<file path="src/verilog/dtc_pkg.sv">
// package: register map, field layout and types of the detect/channel config bank
package dtc_pkg;

	localparam int DTC_ADDR_W = 4;
	localparam int DTC_DATA_W = 16;

	localparam logic [3:0] DTC_OFS_TH_HI  = 4'h7;
	localparam logic [3:0] DTC_OFS_TH_LO  = 4'h8;
	localparam logic [3:0] DTC_OFS_CH0CFG = 4'h9;

	localparam logic [15:0] DTC_RST_VAL = 16'h0000;

	localparam int DTC_TH_LO_POS    = 8;
	localparam int DTC_COEFF_POS    = 0;
	localparam int DTC_COEFF_W      = 4;
	localparam int DTC_PHASE_POS    = 6;
	localparam int DTC_PHASE_W      = 10;
	localparam int DTC_DCOFF_POS    = 2;
	localparam int DTC_INSEL_POS    = 0;
	localparam int DTC_INSEL_W      = 2;

	localparam logic [3:0] DTC_COEFF_BYPASS = 4'h0;

	typedef enum logic [1:0] {
		DTC_IN_NORMAL,
		DTC_IN_SHORTED,
		DTC_IN_TEST_POS,
		DTC_IN_TEST_NEG
	} dtc_insel_t;

	typedef struct packed {
		logic [23:0] detectThreshold;
		logic [3:0]  offsetRemovalCoeff;
		logic        filterBypassAll;
		logic [9:0]  chan0PhaseTrim;
		logic        chan0OffsetRemovalOn;
		dtc_insel_t  chan0InputSelect;
	} dtc_cfg_t;

endpackage : dtc_pkg

</file>
<file path="src/verilog/dtc_reg_cell.sv">
// file: one 16-bit register cell with a writable-bit mask
`timescale 1ns/100ps
module dtc_reg_cell
	import dtc_pkg::*;
#(
	parameter logic [15:0] WR_MASK = 16'hffff
)(
	input  wire logic        clk,
	input  wire logic        rstSyncN,
	input  wire logic        wrEn,
	input  wire logic [15:0] wrData,
	output logic      [15:0] value
);

	logic [15:0] value_q;

	always_ff @(posedge clk or negedge rstSyncN)
	begin
		if (!rstSyncN)
			value_q <= DTC_RST_VAL;
		else if (wrEn)
			value_q <= wrData & WR_MASK;
	end

	assign value = value_q;

endmodule : dtc_reg_cell

</file>
<file path="src/verilog/dtc_regs.sv">
// file: top of the detect threshold and channel 0 configuration register bank
// What this block does
// RULE_01 - register 7h is read/write, holds threshold upper 16 bits, resets zero
// RULE_02 - register 8h bits 15:8 hold threshold low byte, read/write, reset zero
// RULE_03 - register 8h bits 3:0 pick offset-removal coefficient 1/2^(n+1)
// RULE_04 - coefficient code zero bypasses offset removal on all channels
// RULE_05 - register 8h bits 7:4 read zero; software writes zeros
// RULE_06 - register 9h bits 15:6 hold signed 10-bit channel 0 phase delay
// RULE_07 - register 9h bits 5:3 read-only, read zero; software writes zeros
// RULE_08 - register 9h bit 2 forces channel 0 offset removal off
// RULE_09 - register 9h bits 1:0 select channel 0 input source
// RULE_10 - all three registers are 16 bits and reset to 0000h
// RULE_11 - threshold is upper register as bits 23:8, low byte as 7:0
`timescale 1ns/100ps
module dtc_regs
	import dtc_pkg::*;
(
	input  wire logic                  clk,
	input  wire logic                  rst_n,
	input  wire logic [DTC_ADDR_W-1:0] regAddr,
	input  wire logic [DTC_DATA_W-1:0] regWrData,
	input  wire logic                  regWrStb,
	input  wire logic                  regRdStb,
	output logic      [DTC_DATA_W-1:0] regRdData,
	output dtc_cfg_t                   cfgOut
);

	// ********************************
	// reset release
	// ********************************
	logic rstMeta_q;
	logic rstSyncN;

	always_ff @(posedge clk or negedge rst_n)
	begin
		if (!rst_n)
		begin
			rstMeta_q <= 1'b0;
			rstSyncN  <= 1'b0;
		end
		else
		begin
			rstMeta_q <= 1'b1;
			rstSyncN  <= rstMeta_q;
		end
	end

	// ********************************
	// registers
	// ********************************
	localparam logic [15:0] MASK_TH_HI  = 16'hffff;
	localparam logic [15:0] MASK_TH_LO  = 16'hff0f;
	localparam logic [15:0] MASK_CH0CFG = 16'hffc7;

	logic [15:0] thHi;
	logic [15:0] thLo;
	logic [15:0] ch0Cfg;

	function automatic logic hitAddr(input logic [3:0] a, input logic [3:0] ofs);
		hitAddr = (a == ofs);
	endfunction : hitAddr

	dtc_reg_cell #(.WR_MASK(MASK_TH_HI)) uThHi ( // RULE_01 RULE_10
		.clk      (clk),
		.rstSyncN (rstSyncN),
		.wrEn     (regWrStb && hitAddr(regAddr, DTC_OFS_TH_HI)),
		.wrData   (regWrData),
		.value    (thHi)
	);

	dtc_reg_cell #(.WR_MASK(MASK_TH_LO)) uThLo ( // RULE_02 RULE_03 RULE_05 RULE_10
		.clk      (clk),
		.rstSyncN (rstSyncN),
		.wrEn     (regWrStb && hitAddr(regAddr, DTC_OFS_TH_LO)),
		.wrData   (regWrData),
		.value    (thLo)
	);

	dtc_reg_cell #(.WR_MASK(MASK_CH0CFG)) uCh0Cfg ( // RULE_06 RULE_07 RULE_10
		.clk      (clk),
		.rstSyncN (rstSyncN),
		.wrEn     (regWrStb && hitAddr(regAddr, DTC_OFS_CH0CFG)),
		.wrData   (regWrData),
		.value    (ch0Cfg)
	);

	// ********************************
	// read port
	// ********************************
	logic [15:0] regRdData_d;
	logic [15:0] regRdData_q;

	always_comb
	begin
		regRdData_d = 16'h0000;
		if (regRdStb)
		begin
			if (hitAddr(regAddr, DTC_OFS_TH_HI))
				regRdData_d = thHi;
			else if (hitAddr(regAddr, DTC_OFS_TH_LO))
				regRdData_d = thLo; // RULE_05
			else if (hitAddr(regAddr, DTC_OFS_CH0CFG))
				regRdData_d = ch0Cfg; // RULE_07
		end
	end

	always_ff @(posedge clk or negedge rstSyncN)
	begin
		if (!rstSyncN)
			regRdData_q <= 16'h0000;
		else
			regRdData_q <= regRdData_d;
	end

	assign regRdData = regRdData_q;

	// ********************************
	// configuration outputs
	// ********************************
	logic [3:0] coeff;
	logic       bypassAll;

	assign coeff     = thLo[DTC_COEFF_POS +: DTC_COEFF_W]; // RULE_03
	assign bypassAll = (coeff == DTC_COEFF_BYPASS); // RULE_04

	always_comb
	begin
		cfgOut.detectThreshold      = {thHi, thLo[DTC_TH_LO_POS +: 8]}; // RULE_11
		cfgOut.offsetRemovalCoeff   = coeff; // RULE_03
		cfgOut.filterBypassAll      = bypassAll; // RULE_04
		cfgOut.chan0PhaseTrim       = ch0Cfg[DTC_PHASE_POS +: DTC_PHASE_W]; // RULE_06
		cfgOut.chan0OffsetRemovalOn = !bypassAll && !ch0Cfg[DTC_DCOFF_POS]; // RULE_08
		cfgOut.chan0InputSelect     = dtc_insel_t'(ch0Cfg[DTC_INSEL_POS +: DTC_INSEL_W]); // RULE_09
	end

endmodule : dtc_regs

</file>
<file path="config.mk">
export PLATFORM = sky130hd
export DESIGN_NAME = dtc_regs
export DESIGN_NICKNAME = d
export VERILOG_FILES = /design/src/verilog/dtc_pkg.sv /design/src/verilog/dtc_reg_cell.sv /design/src/verilog/dtc_regs.sv
export SDC_FILE = /design/constraint.sdc
export NUM_CORES = 1
export LEC_CHECK = 0
export ABC_AREA = 0
export BUFFER_PORTS_ARGS = -buffer_cell sky130_fd_sc_hd__buf_2
export CORE_ASPECT_RATIO = 0.6
export CORE_UTILIZATION = 50
export DETAILED_ROUTE_END_ITERATION = 10
export PLACE_DENSITY_LB_ADDON = 0.15
export RECOVER_POWER = 25
export SLEW_MARGIN = 20
export SYNTH_ARGS = -nofsm -noshare
export SYNTH_HDL_FRONTEND = slang
export SYNTH_SLANG_ARGS = --single-unit
export TNS_END_PERCENT = 30
</file>
<file path="constraint.sdc">
create_clock -name clk -period 2.5 [get_ports clk]
set_clock_uncertainty 0.2 [all_clocks]
set_input_delay 0.125 -clock clk [delete_from_list [all_inputs] [get_ports clk]]
set_output_delay 0.125 -clock clk [all_outputs]
set_load 0.02 [all_outputs]
</file>
Yosys cells after proc, flatten, opt, wreduce, memory -nomap -nowiden. Cells that the tools add are included.

Bits of input ports: 24. Output and inout bits: 58. Register bits: 59.

Multiplexer cells: 4. Equality and inequality tests: 3. Reduce and logical (&&, ||, !) cells: 7.

Operators by type and width (number): 2-to-1 mux 16 bit (4); == test 4 bit, second input constant (2); == test 4 x 3 -> 1 bit, second input constant (1); logical AND 1 bit (4); logical NOT 4 bit (1); logical NOT 1 bit (2).

Longest topological paths before layout. Gate-level depths: netlist of the first run.

Word-level depth: 5. Depth in mapped cells: 6.

Hierarchy. A second synthesis of the first run with hierarchy kept.

Cell total of the unflattened synthesis: 180. Area, all modules: 2700.1 um^2.

By module, submodules not included: dtc_regs (instances 1, area an instance 985.9 um^2, cells an instance 85, sequential area each 450.4 um^2); dtc_reg_cell at uThHi (instances 1, area an instance 649.4 um^2, cells an instance 34, sequential area each 400.4 um^2); dtc_reg_cell at uCh0Cfg (instances 1, area an instance 546.8 um^2, cells an instance 31, sequential area each 325.3 um^2); dtc_reg_cell at uThLo (instances 1, area an instance 518.0 um^2, cells an instance 30, sequential area each 300.3 um^2).

Worst setup path before layout of the first run. OpenSTA, ideal clock, no wires.

Path kind: in2reg. Start point: input port regAddr[0]. End point: register uThHi.value_q[10] (netlist: uThHi.value[10]). Arrival: 1.155 ns. Data required time: 2.175 ns. Path slack: 1.020 ns. Path buffers: 3. Stages: 6. Cells stage by stage: buf_4 > and4b_1 > buf_6 > nand2_4 > buf_6 > mux2_4.

Word-level cells in the longest chain between the ends: 2.

Ends and longest elaborated chain: start: declaration (RTL line dtc_regs.sv:20) `input wire logic [DTC_ADDR_W-1:0] regAddr,`; == test 4 x 3 -> 1 bit (RTL line dtc_regs.sv:60) `hitAddr = (a == ofs);`; logical AND 1 bit (RTL line dtc_regs.sv:66) `.wrEn (regWrStb && hitAddr(regAddr, DTC_OFS_TH_HI)),`; end signal: assignment (RTL line dtc_reg_cell.sv:22) `value_q <= wrData & WR_MASK;`; end: declaration (RTL line dtc_reg_cell.sv:15) `logic [15:0] value_q;`.

No other way between the ends. A chain may end at the register's enable or synchronous reset.

==> results of run 1 <==
worst min-delay path, delay by kind of cell:
kind / cells / cell delay, ns
buffers and inverters: 1 / 0.23
AND/OR/NAND/NOR: 1 / 0.06
AO/OA/AOI/OAI: 1 / 0.22
path summary, 6_finish.rpt:
kind	slack, ns	endpoint
hold / removal	0.12	regRdData[6]$_DFF_PN0_
setup / recovery	0.76	cfgOut[2]
max in group asynchronous	1.24	uThLo.value[15]$_DFFE_PN0P_
min in group asynchronous	0.17	uThHi.value[9]$_DFFE_PN0P_
hold reg to reg	0.17	uThHi.value[9]$_DFFE_PN0P_
setup reg to reg	1.22	regRdData[0]$_DFF_PN0_
registers in the layout, summed over array words and instances, names as in the netlist:
register	count
uThHi.value	16
regRdData	16
uCh0Cfg.value	13
uThLo.value	12
rstSyncN	1
rstMeta_q	1
repair_timing:
action / CTS / global route
setup endpoints to repair: 0 / 0
hold buffers: 19 / 0
hold endpoints to repair: 58 / 0
layout make-up:
type	instances	area, um^2
fillers	349	1430
clock inverters	4	47.5
well taps	63	78.8
multi-input cells	91	902
inverters	1	3.75
flip-flops and latches	59	1480
clock buffers	12	165
repair buffers	103	631
logic make-up (layout without fill, tap and decap cells):
logic type,count (synthesis),count (layout),synth area share (%)
buffers and inverters,23,120,6.51
flip-flops,59,59,58.2
AO/OA/AOI/OAI,14,14,4.29
other,1,1,0.148
multiplexers,52,52,24.5
AND/OR/NAND/NOR,24,24,6.36
report_power, final:
group          switching (mW)  total (mW)  leakage (nW)  internal [mW]
sequential              0.140        1.26         0.748           1.12
combinational           0.384       0.716         0.823          0.332
clock                   0.374       0.912         0.108          0.538
total                   0.899        2.89          1.68           1.99
layer usage:
metal  vias up  track usage [%]  share of wire (%)
met3        11             9.07                6.3
met4         0             8.57                1.5
met1       869             31.7                 48
li1        781                -                  -
met2        50             33.7                 44
met5         -                0                  0
cells in the mapped netlist:
master / count / area share [%]
a22oi_1: 11 / 3.3
a32oi_1: 3 / 1.0
and2_1: 1 / 0.25
and3_1: 2 / 0.49
and4b_1: 1 / 0.39
and4bb_2: 1 / 0.49
buf_2: 3 / 0.59
buf_4: 16 / 4.7
buf_6: 2 / 0.89
clkbuf_1: 1 / 0.15
conb_1: 1 / 0.15
dfrtp_1: 59 / 58
inv_1: 1 / 0.15
mux2_1: 2 / 0.89
mux2_2: 40 / 18
mux2_4: 10 / 5.9
nand2_1: 1 / 0.15
nand2_4: 1 / 0.44
nor2_1: 1 / 0.15
nor2b_1: 14 / 3.4
nor3b_1: 1 / 0.30
nor4_1: 1 / 0.25
==> flow_summary.ini, run 1 <==
[logic_synthesis]
avgSynthCellArea_um2 = 14.7
syn_nets = 197
synth_area_um2 = 2540
yosys_register_bits = 59
yosysWarnings = 0
ys_seq_area_share_pct = 58.2
ys_types = 22
syn_inst = 173

[placed_design]
dp_cells = 298
pre_cts_slack_ns = 0.716
place_congestion = 0.762
place_area_um2 = 2900
dpl.hpwl_um = 3650
port_buffers = 81

[power_and_ir_drop]
ir_drop_mv = 0.467
total_power_mw = 2.89
power_density_nw_per_um2 = 874
power.leakage_nw = 1.68

[die]
core_area_um2 = 4730
start_util_pct = 53.7
fp.dieH_um = 57.2
die_x_um = 94.0
io_pins = 82
die_area_um2 = 5380
fp-row-count = 19

[detailed_routing]
wire_per_inst_um = 16.9
vias = 1711
route.detailed.drc = 0
drtIter0Drc = 90
wl_um = 5630
drt.antenna.violating_nets = 0
viasPerCell = 5.14
firstDrtPassIters = 4

[clock_network]
tritoncts = yes
clockBufferDepth = 2
insertion_delay_ns = 0.35
cts_setup_buffers = 0
numCtsBuffers = 9
root_buffer = clkbuf_8
cts_max_level = 3
post_cts_resized = 0
path_clk_slew_ns = 0.07
cts.sinks = 59

[timing]
max_freq_ghz = 0.575
timing_hold_violations_final = 0
period_share_pct = 69.6
post-route-min-period_ns = 1.74
worst_pin_slew_ns = 0.887
finalSetupTns_ns = 0
drv_slew = 0
relSlewSlack_pct = 40.9
whs_ns = 0.123
grt_setup_unrepaired = false
setup_viol = 0
fin_ws_ns = 0.760

[critical_path]
critPathLaunch = uThLo.value[3]$_DFFE_PN0P_
rr_worst_depth = 3
crit_path_top_delay_cell = nor4_1
crit_arrival_ns = 1.41
crit_fanout = 4
worst-path-buf-inv = 1
crit_path_cell_trace = nor4_1 > nor2_1 > buf_2
endpoint_kind = output port
rr_startpoint = uThLo.value[0]$_DFFE_PN0P_
cp_num_cells = 3
cp_top_family = simple AND/OR/NAND/NOR gates
crit_path_start_kind = flop
slowest_delay_ns = 0.42
critPathRequiredTime_ns = 2.17
critPathKind = flop to output port

[global_route]
grt_pass1_vias = 1717
overflow = 0
antenna_found_initial = 0
grt_max_degree = 38
grt_pass1_wl_um = 8830
grt_util_all_layers_pct = 23.2

[final_layout]
final_common_cell = buf_2
fin_util_pct = 69.8
n_antenna_cell = 0
mostFrequentLayoutCells = 81 x buf_2, 59 x dfrtp_1, 40 x mux2_2
stdcell_area_um2 = 3300
area_growth_pct = 30.2
instances_no_fill = 333
drive_gt1_share_pct = 56.7
nets = 289

[worst_hold_path]
min_path_type = primary input to flop
whs_path_depth = 3
hp-start = regAddr[0]

[run_status]
status = completed

[run]
cap_violations = 0
(Power assumes the default switching activity.)
==> inputs of run 2 (changes only) <==
Settings changed: CORE_UTILIZATION 50 to 45.
Clock period 2.5 ns to 1.51 ns, I/O delays scaled along.
==> run 2 against run 1 <==
The flow now finishes with violations (negative setup slack); sequential share of layout area shrank 0.73 points; via count shrank 0.88%; final cell count grew 2.4%; non-clock buffer count grew 5; register-to-register slack lost 1.0 ns; flip-flop and latch count is the same; critical path depth is the same; first-iteration DRC count shrank 73%; worst hold slack lost 0.071 ns; final area grew 2.0%; core utilization shrank 5.4 points; combinational power grew 69%.
==> flow_summary.ini, run 2 (synthesized netlist as in run 1, its figures left out) <==
[timing]
setup_viol = 2
period_share_pct = 102
whs_ns = 0.0518
post-route-min-period_ns = 1.55
timing_hold_violations_final = 0
max_freq_ghz = 0.647
drv_slew = 0
fin_ws_ns = -0.0363
worst_pin_slew_ns = 0.893
grt_setup_unrepaired = true
relSlewSlack_pct = 40.5

[power_and_ir_drop]
switchingPower_mw = 1.46
p_sw_share_pct = 30.8
seqPwrFrac_pct = 44.1
comb_power_share_pct = 25.5
internal-power_mw = 3.27
pwr-share-clk_pct = 30.4
power_density_nw_per_um2 = 1400
ir_drop_mv = 0.677
power.leakage_nw = 1.70

[final_layout]
nFillCells = 415
drive_gt1_share_pct = 58.2
mostFrequentLayoutCells = 81 x buf_2, 55 x dfrtp_1, 40 x mux2_2
nets = 294
area_growth_pct = 32.8
n_antenna_cell = 0
final_common_cell = buf_2

[worst_hold_path]
min_path_type = primary input to flop
hp-start = regAddr[0]

[detailed_routing]
drtIter0Drc = 24
wire_per_inst_um = 16.1
viasPerCell = 4.97
wl_um = 5510
firstDrtPassIters = 4
route.detailed.drc = 0
vias = 1696
drt.antenna.violating_nets = 0

[die]
io_pins = 82
fp-row-count = 20
die_area_um2 = 5960
start_util_pct = 48.5
die_x_um = 99.0
core_area_um2 = 5230
fp.dieH_um = 60.2

[critical_path]
crit_arrival_ns = 1.27
crit_path_top_delay_cell = dfrtp_2
critPathRequiredTime_ns = 1.23
crit_path_cell_trace = nor4_4 > nor2_1 > buf_2
crit_fanout = 4
cp_top_family = flip-flops
worst-path-buf-inv = 1
critPathKind = flop to output port
crit_path_start_kind = flop
endpoint_kind = output port
rr_startpoint = uThLo.value[0]$_DFFE_PN0P_
critPathLaunch = uThLo.value[3]$_DFFE_PN0P_
slowest_delay_ns = 0.44

[global_route]
grt_pass1_vias = 1616
grt_max_degree = 38
overflow = 0
grt_util_all_layers_pct = 20.4
grt_pass1_wl_um = 8620
antenna_found_initial = 0

[run_status]
violations = negative setup slack
status = complete, but fails checks

[clock_network]
cts_max_level = 3
cts.sinks = 59
path_clk_slew_ns = 0.06
numCtsBuffers = 9
clockBufferDepth = 2
cts_setup_buffers = 0
insertion_delay_ns = 0.33
root_buffer = clkbuf_8
tritoncts = yes

[placed_design]
dpl.hpwl_um = 3670
pre_cts_slack_ns = 0.0432
place_congestion = 0.749
port_buffers = 81

[run]
cap_violations = 0
run 2: changes by cell type in the layout (fill, tap and decap cells not counted), sizes merged:
cell      before  now
clkinvlp       1    0
buf           84   87
clkbuf        12   16
clkinv         2    1
run 2: power by group through the flow:
| stage | Sequential, mW | Clock, mW | Combinational (mW) |
|---|---|---|---|
| 2_1_floorplan | 2.30 | 0 | 0.633 |
| 3_3_place_gp | 2.10 | 0 | 1.15 |
| 3_5_place_dp | 2.09 | 0 | 1.17 |
| 4_1_cts | 2.07 | 1.48 | 1.21 |
| 5_1_grt | 2.12 | 1.55 | 1.30 |
| 6_report | 2.09 | 1.44 | 1.21 |
run 2: per-layer routing:
layer / share of wire, % / track usage, %
met4: 1.4 / 9.59
met3: 4.5 / 6.08
met5: 0 / 0
met1: 51 / 28.4
met2: 43 / 29.6
run 2: area by class of cell:
class                      instances  area [um^2]  area share (%)
timing repair buffer             108          688            20.4
sequential                        59         1480            43.9
inverter                           1         3.75           0.111
multi-input combinational         91          917            27.2
clock buffer                      14          163            4.83
clock inverter                     2         35.0            1.04
tap                               66         82.6            2.45
run 2: worst paths after layout:
kind                       cells after the start  slack (ns)                          to
hold reg to reg                                1        0.12  uThHi.value[2]$_DFFE_PN0P_
setup reg to reg                               3        0.19      regRdData[0]$_DFF_PN0_
max in group asynchronous                      1        0.23  uThLo.value[2]$_DFFE_PN0P_
setup / recovery                               3       -0.04                   cfgOut[2]
hold / removal                                 4        0.05      regRdData[6]$_DFF_PN0_
min in group asynchronous                      1        0.12  uThHi.value[2]$_DFFE_PN0P_
run 2: worst register-to-register path, cell delays in order (launching register included):
cell and delay [ns]:
dfrtp_2 0.43, mux2_2 0.27, a22oi_1 0.22, nor2b_1 0.08
run 2: per-stage QoR:
stage	power [mW]	utilization (%)	setup TNS [ns]	cells	area (um^2)
after floorplan	2.94	-	0	173	2540
after global placement	3.25	56.8	0	306	2970
after detailed placement	3.27	56.8	0	306	2970
after CTS	4.76	64.3	-0.150	341	3360
after global routing	4.97	64.4	-0.241	341	3370
final	4.73	64.4	-0.0642	341	3370
run 2: repair_timing:
action                     in CTS  in global routing
pin swaps                       1                  1
hold endpoints to repair       59                  0
setup endpoints to repair       2                  2
resized for setup               1                  4
hold buffers                   19                  0
